`src/rtl/csd_defs.svh`:
```
// Register map, field positions, reset values, limit codes and timing figures
`ifndef CSD_DEFS_SVH
`define CSD_DEFS_SVH
// ****************************************
// Register offsets
// ****************************************
`define CSD_A_CTRL 8'h00
`define CSD_A_CURRENT_LIMIT_PIN 8'h01
`define CSD_A_VLIM 8'h02
`define CSD_A_BST 8'h03
`define CSD_A_CHG 8'h04
`define CSD_A_STAT 8'h05
`define CSD_A_OPT 8'h06
`define CSD_A_EFF 8'h07
// ****************************************
// Control bits and boost fields
// ****************************************
`define CSD_B_AUTO 0
`define CSD_B_HVA 1
`define CSD_B_HVB 2
`define CSD_B_FDET 3
`define CSD_B_ABS 4
`define CSD_B_OPTEN 5
`define CSD_B_FOPT 6
`define CSD_B_PINEN 7
`define CSD_B_CFG 0
`define CSD_B_FREQ 1
`define CSD_B_BPFM 2
`define CSD_BV_HI 6
`define CSD_BV_LO 3
// ****************************************
// Reset values
// ****************************************
`define CSD_CTRL_RST 8'hA1
`define CSD_CURRENT_LIMIT_PIN_RST 7'h0A
`define CSD_VLIM_RST 8'h24
`define CSD_BST_RST 8'h30
`define CSD_VLIM_OS 8'h06
// ****************************************
// Current limit codes, 50 mA per step
// ****************************************
`define CSD_I_SDP 7'h0A
`define CSD_I_CDP 7'h1E
`define CSD_I_DCP 7'h41
`define CSD_I_DIV1 7'h2A
`define CSD_I_DIV2 7'h28
`define CSD_I_DIV3 7'h14
`define CSD_I_DIV4 7'h30
`define CSD_I_HV 7'h1E
`define CSD_I_UNK 7'h0A
`define CSD_I_SOFT 7'h04
// ****************************************
// Timing
// ****************************************
`define CSD_CLK_MHZ 250
`define CSD_DCD_MS 500
`define CSD_BST_MS 30
`define CSD_HV_MS 100
`define CSD_OPT_US 10
`endif

```
`src/rtl/csd_pkg.sv`:
```
// Types shared by the source detect and boost control block
package csd_pkg;
	typedef enum logic [2:0] {SRC_NONE = 3'h0, SRC_SDP = 3'h1, SRC_CDP = 3'h2, SRC_DCP = 3'h3,
		SRC_HV = 3'h4, SRC_UNK = 3'h5, SRC_DIV = 3'h6, SRC_BOOST = 3'h7} csd_src_t;
	typedef enum logic [1:0] {PORT_NONE = 2'h0, PORT_SDP = 2'h1, PORT_CDP = 2'h2, PORT_DCP = 2'h3} csd_port_t;
	typedef enum logic [1:0] {WIN_NONE = 2'h0, WIN_1P2 = 2'h1, WIN_2P0 = 2'h2, WIN_2P7 = 2'h3} csd_win_t;
	typedef enum logic [2:0] {S_IDLE, S_DCD, S_CLS, S_NSTD, S_HV, S_VSET, S_RUN} csd_st_t;
	typedef struct packed {
		logic       attach;
		logic       contact;
		csd_port_t  port;
		csd_win_t   dp_win;
		csd_win_t   dm_win;
		logic       sys_ok;
		logic       bat_min_ok;
		logic       bat_bst_ok;
		logic       vbus_low;
		logic       boost_req;
		logic       ts_ok;
		logic       vsag;
		logic [6:0] current_limit_pin_pin;
		logic [7:0] vbus_meas;
	} csd_pins_t;
	typedef struct packed {
		logic dp_src;
		logic dp_sink;
		logic dm_src;
		logic dm_sink;
	} csd_lines_t;
	typedef struct packed {
		csd_pins_t  s1;
		csd_pins_t  s2;
		csd_pins_t  s3;
		csd_pins_t  filt;
		logic [7:0] ctrl;
		logic [6:0] current_limit_pin;
		logic [7:0] vlim;
		logic [7:0] bst;
		logic       chg;
		csd_src_t   src;
		logic       std_stat;
		logic [6:0] opt_res;
		logic       opt_run;
		logic [31:0] ocnt;
		logic [6:0] eff;
		csd_st_t    st;
		logic [31:0] cnt;
		logic [31:0] bcnt;
		logic       bst_on;
		logic       conv;
		logic       bsw;
		logic       pfm;
		csd_lines_t lines;
		logic       intp;
		logic [7:0] rd;
	} csd_state_t;
endpackage

```
`src/rtl/csd_ctrl.sv`:
```
// Source detection, input limit, optimizer and boost qualification logic
//
// Operation
// - On attach, run port detection telling standard, charging and dedicated ports apart.
// - If contact is not seen within 500 ms, classify as non-standard adapter.
// - Four divider types by D+/D- windows give 2.1 A, 2 A, 1 A, 2.4 A.
// - After a dedicated port, run the high-voltage handshake asking for 9 V or 12 V.
// - Handshake is off by default and runs only when its enable bits are set.
// - 12 V: sink on D+, source on D-. 9 V: source on D+, sink on D-.
// - Detection end pulses interrupt and updates limit register and source-type fields.
// - Result codes and limits per source type as in the result table.
// - Force-detect bit reruns detection and clears itself when detection finishes.
// - Absolute select set disables the threshold algorithm; threshold becomes host-writable.
// - Absolute select clear by default; algorithm owns threshold, host writes ignored.
// - Setting the voltage threshold pulses the interrupt.
// - Converter starts after limit is set; battery switch off only when charging disabled.
// - System rail below 2.2 V limits input current to min of 200 mA and register.
// - Above 2.2 V, limit is register or optimizer result, clamped to min with pin only when pin enable is set.
// - Buck uses light-load pulse mode when battery below minimum or charging disabled.
// - Optimizer enable resets to 1; clearing it disables the optimizer.
// - Optimizer runs after dedicated or high-voltage source, or when forced.
// - Applied limit is optimizer result when enabled, else register; pin clamps if enabled.
// - Boost starts only with all conditions true for 30 ms.
// - During boost source type reads 111; boost voltage field defaults to 5.126 V code.
// - Detection runs only when auto-detect or force-detect is set; otherwise results are kept.
`timescale 1ns/100ps
`include "csd_defs.svh"
module csd_ctrl #(
	parameter int unsigned DCD_CYC = `CSD_DCD_MS * `CSD_CLK_MHZ * 1000,
	parameter int unsigned BST_CYC = `CSD_BST_MS * `CSD_CLK_MHZ * 1000,
	parameter int unsigned HV_CYC  = `CSD_HV_MS * `CSD_CLK_MHZ * 1000,
	parameter int unsigned OPT_CYC = `CSD_OPT_US * `CSD_CLK_MHZ
) (
	input  wire logic               clk_in,
	input  wire logic               rst_in,
	input  wire logic [7:0]         addr_in,
	input  wire logic [7:0]         wdata_in,
	input  wire logic               wr_in,
	input  wire logic               rd_in,
	input  wire csd_pkg::csd_pins_t pins_in,
	output logic [7:0]              rd_data_out,
	output logic                    int_out,
	output logic                    conv_en_out,
	output logic                    battery_switch_out,
	output logic                    buck_pfm_out,
	output logic [6:0]              eff_limit_out,
	output logic [7:0]              vlimit_out,
	output csd_pkg::csd_lines_t     lines_out,
	output logic                    boost_en_out,
	output logic                    select_a_out,
	output logic                    boost_pfm_dis_out,
	output logic [3:0]              boost_volt_out
);
	csd_pkg::csd_state_t r;
	csd_pkg::csd_state_t n;

	function automatic logic [6:0] min7(input logic [6:0] a, input logic [6:0] b);
		min7 = (a < b) ? a : b;
	endfunction

	// ****************************************
	// Next state
	// ****************************************
	always_comb
	begin
		logic            done;
		csd_pkg::csd_src_t res;
		logic [6:0]      res_i;
		logic [6:0]      lim_src;
		csd_pkg::csd_pins_t f;
		done = 1'b0;
		res = csd_pkg::SRC_UNK;
		res_i = `CSD_I_UNK;
		lim_src = 7'h00;
		f = r.filt;
		n = r;
		n.intp = 1'b0;
		n.rd = 8'h00;
		// Three stage sync; a change is accepted when stages two and three agree
		n.s1 = pins_in;
		n.s2 = r.s1;
		n.s3 = r.s2;
		if (r.s2 == r.s3)
		begin
			n.filt = r.s3;
		end
		unique case (r.st)
			csd_pkg::S_IDLE:
			begin
				if (f.attach)
				begin
					n.cnt = 32'h0000_0000;
					n.lines = '0;
					n.st = (r.ctrl[`CSD_B_AUTO] || r.ctrl[`CSD_B_FDET]) ? csd_pkg::S_DCD
						: csd_pkg::S_VSET;
				end
			end
			csd_pkg::S_DCD:
			begin
				n.cnt = r.cnt + 32'h0000_0001;
				if (f.contact)
				begin
					n.st = csd_pkg::S_CLS;
				end
				else if (r.cnt >= DCD_CYC - 1)
				begin
					n.st = csd_pkg::S_NSTD;
				end
			end
			csd_pkg::S_CLS:
			begin
				unique case (f.port)
					csd_pkg::PORT_SDP:
					begin
						done = 1'b1;
						res = csd_pkg::SRC_SDP;
						res_i = `CSD_I_SDP;
					end
					csd_pkg::PORT_CDP:
					begin
						done = 1'b1;
						res = csd_pkg::SRC_CDP;
						res_i = `CSD_I_CDP;
					end
					csd_pkg::PORT_DCP:
					begin
						if (r.ctrl[`CSD_B_HVA] || r.ctrl[`CSD_B_HVB])
						begin
							n.st = csd_pkg::S_HV;
							n.cnt = 32'h0000_0000;
							n.lines.dp_sink = r.ctrl[`CSD_B_HVA];
							n.lines.dm_src = r.ctrl[`CSD_B_HVA];
							n.lines.dp_src = !r.ctrl[`CSD_B_HVA];
							n.lines.dm_sink = !r.ctrl[`CSD_B_HVA];
						end
						else
						begin
							done = 1'b1;
							res = csd_pkg::SRC_DCP;
							res_i = `CSD_I_DCP;
						end
					end
					csd_pkg::PORT_NONE:
					begin
						done = 1'b1;
					end
				endcase
			end
			csd_pkg::S_NSTD:
			begin
				done = 1'b1;
				// Divider windows; anything else stays unknown
				case ({f.dp_win, f.dm_win})
					{csd_pkg::WIN_2P7, csd_pkg::WIN_2P0}: res_i = `CSD_I_DIV1;
					{csd_pkg::WIN_1P2, csd_pkg::WIN_1P2}: res_i = `CSD_I_DIV2;
					{csd_pkg::WIN_2P0, csd_pkg::WIN_2P7}: res_i = `CSD_I_DIV3;
					{csd_pkg::WIN_2P7, csd_pkg::WIN_2P7}: res_i = `CSD_I_DIV4;
					default: res_i = `CSD_I_UNK;
				endcase
				res = (res_i == `CSD_I_UNK) ? csd_pkg::SRC_UNK : csd_pkg::SRC_DIV;
			end
			csd_pkg::S_HV:
			begin
				// Lines stay driven so the adapter keeps the raised voltage
				n.cnt = r.cnt + 32'h0000_0001;
				if (r.cnt >= HV_CYC - 1)
				begin
					done = 1'b1;
					res = csd_pkg::SRC_HV;
					res_i = `CSD_I_HV;
				end
			end
			csd_pkg::S_VSET:
			begin
				if (!r.ctrl[`CSD_B_ABS])
				begin
					n.vlim = f.vbus_meas - `CSD_VLIM_OS;
				end
				n.intp = 1'b1;
				n.conv = 1'b1;
				n.st = csd_pkg::S_RUN;
			end
			csd_pkg::S_RUN:
			begin
				if (r.ctrl[`CSD_B_FDET])
				begin
					n.st = csd_pkg::S_DCD;
					n.cnt = 32'h0000_0000;
					n.lines = '0;
				end
			end
		endcase
		if (done)
		begin
			n.current_limit_pin = res_i;
			n.src = res;
			n.std_stat = (res == csd_pkg::SRC_SDP);
			n.intp = 1'b1;
			n.ctrl[`CSD_B_FDET] = 1'b0;
			n.st = csd_pkg::S_VSET;
			if (r.ctrl[`CSD_B_OPTEN] && (res == csd_pkg::SRC_DCP || res == csd_pkg::SRC_HV))
			begin
				n.opt_run = 1'b1;
				n.opt_res = `CSD_I_SOFT;
				n.ocnt = 32'h0000_0000;
			end
		end
		// ****************************************
		// Input current optimizer
		// ****************************************
		if (r.ctrl[`CSD_B_FOPT] && r.ctrl[`CSD_B_OPTEN])
		begin
			n.ctrl[`CSD_B_FOPT] = 1'b0;
			n.opt_run = 1'b1;
			n.opt_res = `CSD_I_SOFT;
			n.ocnt = 32'h0000_0000;
		end
		else if (r.opt_run)
		begin
			n.ocnt = r.ocnt + 32'h0000_0001;
			if (!r.ctrl[`CSD_B_OPTEN])
			begin
				n.opt_run = 1'b0;
			end
			else if (r.ocnt >= OPT_CYC - 1)
			begin
				n.ocnt = 32'h0000_0000;
				// Stop short of the point where the bus sags
				if (f.vsag)
				begin
					n.opt_run = 1'b0;
					n.opt_res = (r.opt_res > `CSD_I_SOFT) ? r.opt_res - 7'h01 : r.opt_res;
				end
				else if (r.opt_res >= r.current_limit_pin)
				begin
					n.opt_run = 1'b0;
				end
				else
				begin
					n.opt_res = r.opt_res + 7'h01;
				end
			end
		end
		if (!f.attach)
		begin
			n.st = csd_pkg::S_IDLE;
			n.conv = 1'b0;
			n.lines = '0;
			n.opt_run = 1'b0;
		end
		// ****************************************
		// Effective limit and converter outputs
		// ****************************************
		lim_src = r.ctrl[`CSD_B_OPTEN] ? r.opt_res : r.current_limit_pin;
		if (!f.sys_ok)
		begin
			n.eff = min7(`CSD_I_SOFT, r.current_limit_pin);
		end
		else if (r.ctrl[`CSD_B_PINEN])
		begin
			n.eff = min7(f.current_limit_pin_pin, lim_src);
		end
		else
		begin
			n.eff = lim_src;
		end
		n.bsw = r.chg;
		n.pfm = r.conv && (!f.bat_min_ok || !r.chg);
		// ****************************************
		// Boost qualification
		// ****************************************
		if (f.bat_bst_ok && f.vbus_low && f.boost_req && r.bst[`CSD_B_CFG] && f.ts_ok)
		begin
			if (r.bcnt < BST_CYC)
			begin
				n.bcnt = r.bcnt + 32'h0000_0001;
			end
			else
			begin
				n.bst_on = 1'b1;
			end
		end
		else
		begin
			n.bcnt = 32'h0000_0000;
			n.bst_on = 1'b0;
		end
		// ****************************************
		// Register writes; a host write wins over a self-clear
		// ****************************************
		if (wr_in)
		begin
			case (addr_in)
				`CSD_A_CTRL: n.ctrl = wdata_in;
				`CSD_A_CURRENT_LIMIT_PIN: n.current_limit_pin = wdata_in[6:0];
				`CSD_A_VLIM:
				begin
					if (r.ctrl[`CSD_B_ABS])
					begin
						n.vlim = wdata_in;
					end
				end
				`CSD_A_BST:
				begin
					n.bst = wdata_in;
					if (r.bst[`CSD_B_CFG])
					begin
						n.bst[`CSD_B_FREQ] = r.bst[`CSD_B_FREQ];
					end
				end
				`CSD_A_CHG: n.chg = wdata_in[0];
				default: ;
			endcase
		end
		if (rd_in)
		begin
			case (addr_in)
				`CSD_A_CTRL: n.rd = r.ctrl;
				`CSD_A_CURRENT_LIMIT_PIN: n.rd = {1'b0, r.current_limit_pin};
				`CSD_A_VLIM: n.rd = r.vlim;
				`CSD_A_BST: n.rd = r.bst;
				`CSD_A_CHG: n.rd = {7'h00, r.chg};
				`CSD_A_STAT: n.rd = {r.bsw, r.pfm, r.bst_on, r.conv, r.std_stat,
					r.bst_on ? csd_pkg::SRC_BOOST : r.src};
				`CSD_A_OPT: n.rd = {1'b0, r.opt_res};
				`CSD_A_EFF: n.rd = {1'b0, r.eff};
				default: n.rd = 8'h00;
			endcase
		end
	end

	// ****************************************
	// State register
	// ****************************************
	always_ff @(posedge clk_in or posedge rst_in)
	begin
		if (rst_in)
		begin
			r <= '0;
			r.ctrl <= `CSD_CTRL_RST;
			r.current_limit_pin <= `CSD_CURRENT_LIMIT_PIN_RST;
			r.vlim <= `CSD_VLIM_RST;
			r.bst <= `CSD_BST_RST;
			r.chg <= 1'b1;
			r.src <= csd_pkg::SRC_NONE;
			r.opt_res <= `CSD_I_SOFT;
			r.eff <= `CSD_I_SOFT;
			r.st <= csd_pkg::S_IDLE;
		end
		else
		begin
			r <= n;
		end
	end

	assign rd_data_out = r.rd;
	assign int_out = r.intp;
	assign conv_en_out = r.conv;
	assign battery_switch_out = r.bsw;
	assign buck_pfm_out = r.pfm;
	assign eff_limit_out = r.eff;
	assign vlimit_out = r.vlim;
	assign lines_out = r.lines;
	assign boost_en_out = r.bst_on;
	assign select_a_out = r.bst[`CSD_B_FREQ];
	assign boost_pfm_dis_out = r.bst[`CSD_B_BPFM];
	assign boost_volt_out = r.bst[`CSD_BV_HI:`CSD_BV_LO];
endmodule

```
`config.mk`:
```
export PLATFORM = sky130hd
export DESIGN_NAME = csd_ctrl
export DESIGN_NICKNAME = d
export VERILOG_FILES = /design/src/rtl/csd_pkg.sv /design/src/rtl/csd_ctrl.sv
export VERILOG_INCLUDE_DIRS = /design/src /design/src/rtl
export SDC_FILE = /design/constraint.sdc
export NUM_CORES = 1
export LEC_CHECK = 0
export BUFFER_PORTS_ARGS = -buffer_cell sky130_fd_sc_hd__clkbuf_2
export CELL_PAD_IN_SITES_DETAIL_PLACEMENT = 2
export CELL_PAD_IN_SITES_GLOBAL_PLACEMENT = 2
export CORE_UTILIZATION = 36
export DETAILED_ROUTE_END_ITERATION = 10
export GPL_TIMING_DRIVEN = 0
export PLACE_DENSITY = 0.77
export SYNTH_ARGS = -nofsm -noshare
export SYNTH_HDL_FRONTEND = slang
export SYNTH_SLANG_ARGS = --single-unit
```
`constraint.sdc`:
```
create_clock -name clk_in -period 10.5 [get_ports clk_in]
set_clock_uncertainty 0.05 [all_clocks]
set_input_delay 2.1 -clock clk_in [delete_from_list [all_inputs] [get_ports clk_in]]
set_output_delay 2.1 -clock clk_in [all_outputs]
set_load 0.005 [all_outputs]
```
After elaboration in Yosys (flattened, before gate mapping):

Index checks and enable logic that the tools add are counted.
W data, S select, Z words.

* reduce and logical (&&, ||, !) cells: 30
* $lt $le $gt $ge: 8
* multiplexer cells: 72
* bitwise gates (word level): 1
* add/sub/neg operators: 6
* equal/unequal tests: 42

Operators with widths (number)
* $mux W40: 5
* $mux W35: 4
* $pmux W32 S4: 1
* $add A32 B1 Y32 const B: 3
* $mux W7: 13
* $mux W32: 2
* $pmux W8 S8: 1
* $mux W8: 7
* $mux W33: 1
* $eq A8 B3 Y1 const B: 4
* $ge A32 B12 Y1 const B: 1
* $ge A32 B25 Y1 const B: 1
* $ge A32 B27 Y1 const B: 1
* $lt A32 B23 Y1 const B: 1
* $mux W31: 1
* $eq A30 B30 Y1: 1
* $pmux W6 S4: 1
* $mux W3: 7
* $pmux W7 S3: 1
* $pmux W3 S3: 2
* $eq A8 B2 Y1 const B: 2
* $mux W4: 4
* $mux W1: 15
* $pmux W3 S5: 1
* 47 further kinds: 79

* bits in registers: 287
* output and inout bits: 38
* logic and storage cells: 241

Longest topological paths before layout:

* word-level depth: 18
* depth in mapped cells: 12

Least setup slack after synthesis:

Ideal clock, no wire load.

* kind: input -> register
* from: input port addr_in[5]
* to: register r, in the netlist vlimit_out[6]
* library setup time: 136 ps
* setup slack: 6499 ps
* stages on the path: 7
* arrival time: 3815 ps
* required time: 10314 ps
* cells stage by stage: or4_1 nor3_1 and2_1 and3_1 clkbuf_1 clkbuf_1 o21ai_0

RTL lines
* from (decl): RTL line csd_ctrl.sv:36 `input wire logic [7:0] addr_in,`
* to (signal assigned): RTL line csd_ctrl.sv:352 `r <= n;`
* to (decl): RTL line csd_ctrl.sv:54 `csd_pkg::csd_state_t r;`

==> results by group <==
Finish
  • Layout area overhead: 17.4%
  • Finished Core Util: between 40% and 50%
  • Fill cells: 3,883
  • Finished Cell Area: 0.0158 mm²
  • # diodes: 0
  • Final std cells w/o fill: 1,932
  • Layout cell share with drive strength beyond 1: between 10% and 20%
  • Final nets: between 1,500 and 2,000

Run
  • Maximum capacitance violations: 0

Power
  • Leak pwr: 0.00709 µW
  • Worst IR drop on VDD: 0.000149 V
  • Cell Pwr Density: 162 mW/mm²

Placed design
  • Gpl congestion: 0.837
  • Worst slack at placement: 5.75 ns
  • # port buffers: slightly below 90
  • Inst Count DP: ~1,900
  • Placed Area: 0.0146 mm²
  • HPWL after DPL: ~30,000 µm

Logic synthesis
  • Post-synthesis compound-gate area fraction: 11.4%
  • Post-Synthesis Net Count: 1,387
  • Main synth FF type: dfrtp_1
  • FFs w/ async S/R, synth: 100%
  • Post-synthesis xor/xnor area fraction: 5.12%
  • Yosys cell types: 67
  • Largest family of logic cells by synthesized area: simple AND/OR/NAND/NOR gates
  • YS warnings: 0
  • Syn Area/Cell: roughly 10 µm²
  • EDFF count, synth: 0
  • Adder-Cell Fraction of Synth Area: 2.22%
  • Multiplexer share of the synthesized area: 5.97%
  • Sequential area share after synthesis: 52.9%
  • Simple-gate share of the synthesized area: 17.7%
  • Yosys reg bits: 285
  • Synth Instances: around 1,300
  • Mapped Area: 0.0135 mm²

Clock tree
  • Worst-path clk slew: 0.06 ns
  • # Post-CTS Setup Buffers: 0
  • CTS root buffer: clkbuf_16
  • Clock tree buffer depth: 3
  • Hold buffer count at CTS: 0
  • Post-CTS resize count: 0
  • Worst-Skew Late Latency: 0.56 ns
  • Sink Count: between 200 and 300
  • H-tree depth: 2
  • CTS tree: done
  • Total CTS buffers: 35

Critical path
  • WS Path Type: in2reg
  • Critical path's top delay family: simple AND/OR/NAND/NOR gates
  • Worst Path Required: 10.87 ns
  • Worst setup EP type: flip-flop
  • Startpoint types: input pin
  • Crit-path cells: clkbuf_2 > or4_1 > nor3_1 > and2_1 > and3_1 > clkbuf_1 > clkbuf_1 > o21ai_0
  • Worst path most repeated cell: clkbuf_1
  • CP Data Arrival Time: 4.56 ns
  • Buffers & Inverters on Critical Path: 3
  • Slowest stage delay, CP: 0.56 ns
  • Crit path max fanout: 10
  • Slowest cell on the critical path: nor3_1

STA
  • Setup WS post-layout: between 6 and 7 ns
  • Crit path time final: 4.18 ns
  • Final Hold Fails: 0
  • Fin. max-slew vios: 0
  • Highest Clock Rate: around 240 MHz
  • Setup tns final: 0 ns
  • Final setup fails: 0
  • Final worst-path cycle share: 39.8%
  • Slew headroom: 13.5%
  • Worst Max-Slew Pin Slew: approximately 1.3 ns
  • Setup repair after global routing missed its margin: false

Drt
  • Routed wire length per instance: 21.9 µm
  • Total Wirelength: between 40,000 and 50,000 µm
  • Drt pass-1 iters: 4
  • DRC Markers: 0
  • Drt initial violations: 440
  • Via count: approximately 11,000
  • Antenna Nets Post-Route: 0
  • Avg Vias per Cell: 5.48

Floorplan
  • Core ar.: 0.0368 mm²
  • # rows: 70
  • Initial core utilization: between 30% and 40%
  • Io pins: 88
  • Die width: 196 µm
  • Die Ht: 196 µm
  • Die Area: 0.0383 mm²

Global route
  • Number of global-route vias before repair: 11,900
  • GRT Total Usage: 22.9%
  • Initial antenna violation count: 0
  • Largest net degree at the start of global routing: 114
  • GRT overflow: 0
  • First-pass GRT wire length: 67,800 µm

Status
  • Status: completed

Hold path
  • Hold Path Class: reg2reg
Yosys cell counts, drive strengths merged (5+ instances only):
cell    count  area [µm²]
a31oi      11        68.8
a22oi       7        52.6
nand3b      7        52.6
a21oi      63         315
or2         9        56.3
o21ai      86         430
or3        25         156
a22o        9        78.8
a211oi      6        45.0
mux2i      22         220
o21a        7        52.6
nor2b      10        62.6
o31ai      16         120
nand2b     10        62.6
xnor2      51         447
o22ai       5        31.3
dfstp      12         315
ha         24         300
and4        8        70.1
clkbuf     47         176
nor2      125         469
xor2       28         245
nor4       25         163
nand2      90         338
inv        43         161
nand4      32         200
a21boi      6        45.0
nand3      52         260
dfrtp     273        6830
and3       18         113
mux2       50         563
nor3       31         155
and2       18         113
buf        39         288
or4         7        56.3
state kept, by name, summed over array words and instances (netlist names):
| name | cells |
|---|---|
| eff_limit_out | 7 |
| lines_out | 2 |
| n | 61 |
| boost_volt_out | 4 |
| select_a_out | 1 |
| battery_switch_out | 1 |
| boost_pfm_dis_out | 1 |
| boost_en_out | 1 |
| buck_pfm_out | 1 |
| int_out | 1 |
| r | 188 |
| conv_en_out | 1 |
| rd_data_out | 8 |
| vlimit_out | 8 |
per-stage QoR:
stage	total power, µW	hold WS [ns]
after global routing	2640	0.300
final	2560	0.295
after floorplan	1210	0.281
after detailed placement	1250	0.286
after global placement	1240	0.281
after CTS	2600	0.297
cells in the final DEF (no fill, tap or decap), types with 5 or more instances in the layout:
cell       count
nor3_1        31
ha_1          24
or4_1          6
or2_2          9
nor2_1       125
o22ai_1        5
and2_1        18
dfstp_2       12
o21a_1         7
nand4_1       32
o31ai_1       16
xor2_1        28
or3_1         25
nand3_1       52
a22o_1         9
nand2_1       90
a22oi_1        7
nand3b_1       7
xnor2_1       51
and3_1        18
dfrtp_1      273
o21ai_1       24
a31oi_1       11
buf_4         31
clkbuf_2      87
a21boi_0       6
clkbuf_1      53
bufinv_16      7
a211oi_1       6
nor2b_1       10
a21oi_1       63
o21ai_0       62
nor4_1        24
clkbuf_16     35
nand2b_1      10
mux2_2        50
and4_1         8
inv_1         42
mux2i_1       22
cell type report:
class / count / area (µm²) / area share, %
clock inverters: 17 / 308 / 1.94
plain buffers: 86 / 464 / 2.93
repair buffers: 89 / 490 / 3.09
flip-flops and latches: 285 / 7150 / 45.1
clock buffers: 45 / 953 / 6.02
well taps: 468 / 586 / 3.69
inverters: 43 / 169 / 1.07
multi-input cells: 899 / 5730 / 36.2
power breakdown:
part	total [µW]	switching, µW	internal, µW
Clock	1330	511	821
Combinational	90.0	57.1	32.9
Sequential	1140	19.5	1120
Total	2560	587	1980
logic make-up (layout without fill, tap and decap cells):
group | after synthesis | in the layout
xor gates and xnor gates | 79 | 79
DFF | 285 | 285
AOI/OAI and AO/OA | 249 | 249
adders and majority gates | 24 | 24
muxes | 73 | 73
and+or+nand+nor | 474 | 474
buffers and inverters | 129 | 280
worst register-to-register path, cell delays in order (launching register included):
cell	delay [ns]
dfstp_2	0.51
clkbuf_1	0.42
clkbuf_1	0.55
mux2i_1	0.23
ha_1	0.24
or3_1	0.35
o22ai_1	0.14
o21ai_0	0.13
a31oi_1	0.39
clkbuf_1	0.37
o21ai_0	0.14
a22o_1	0.19
layer usage:
layer	vias to the layer above	routed length [µm]	global-route usage, %
met5	-	0	0
met4	0	1130	8.30
met3	75	1310	3.13
met2	169	21100	40.0
met1	5448	18700	29.0
li1	4886	-	-
worst paths after layout:
path / startpoint / to / depth (start not counted) / slack [ns]
max: addr_in[5] / vlimit_out[7]$_DFF_PP0_ / 8 / 6.32
min: n[244]$_DFF_PP0_ / n[214]$_DFF_PP0_ / 0 / 0.30
max reg2reg: r[164]$_DFFE_PP1P_ / eff_limit_out[1]$_DFF_PP0_ / 11 / 6.67
min reg2reg: n[244]$_DFF_PP0_ / n[214]$_DFF_PP0_ / 0 / 0.30
max in group asynchronous: rst_in / r[103]$_DFFE_PP0P_ / 4 / 7.39
min in group asynchronous: rst_in / n[246]$_DFF_PP0_ / 2 / 1.52
(Power assumes the default switching activity.)
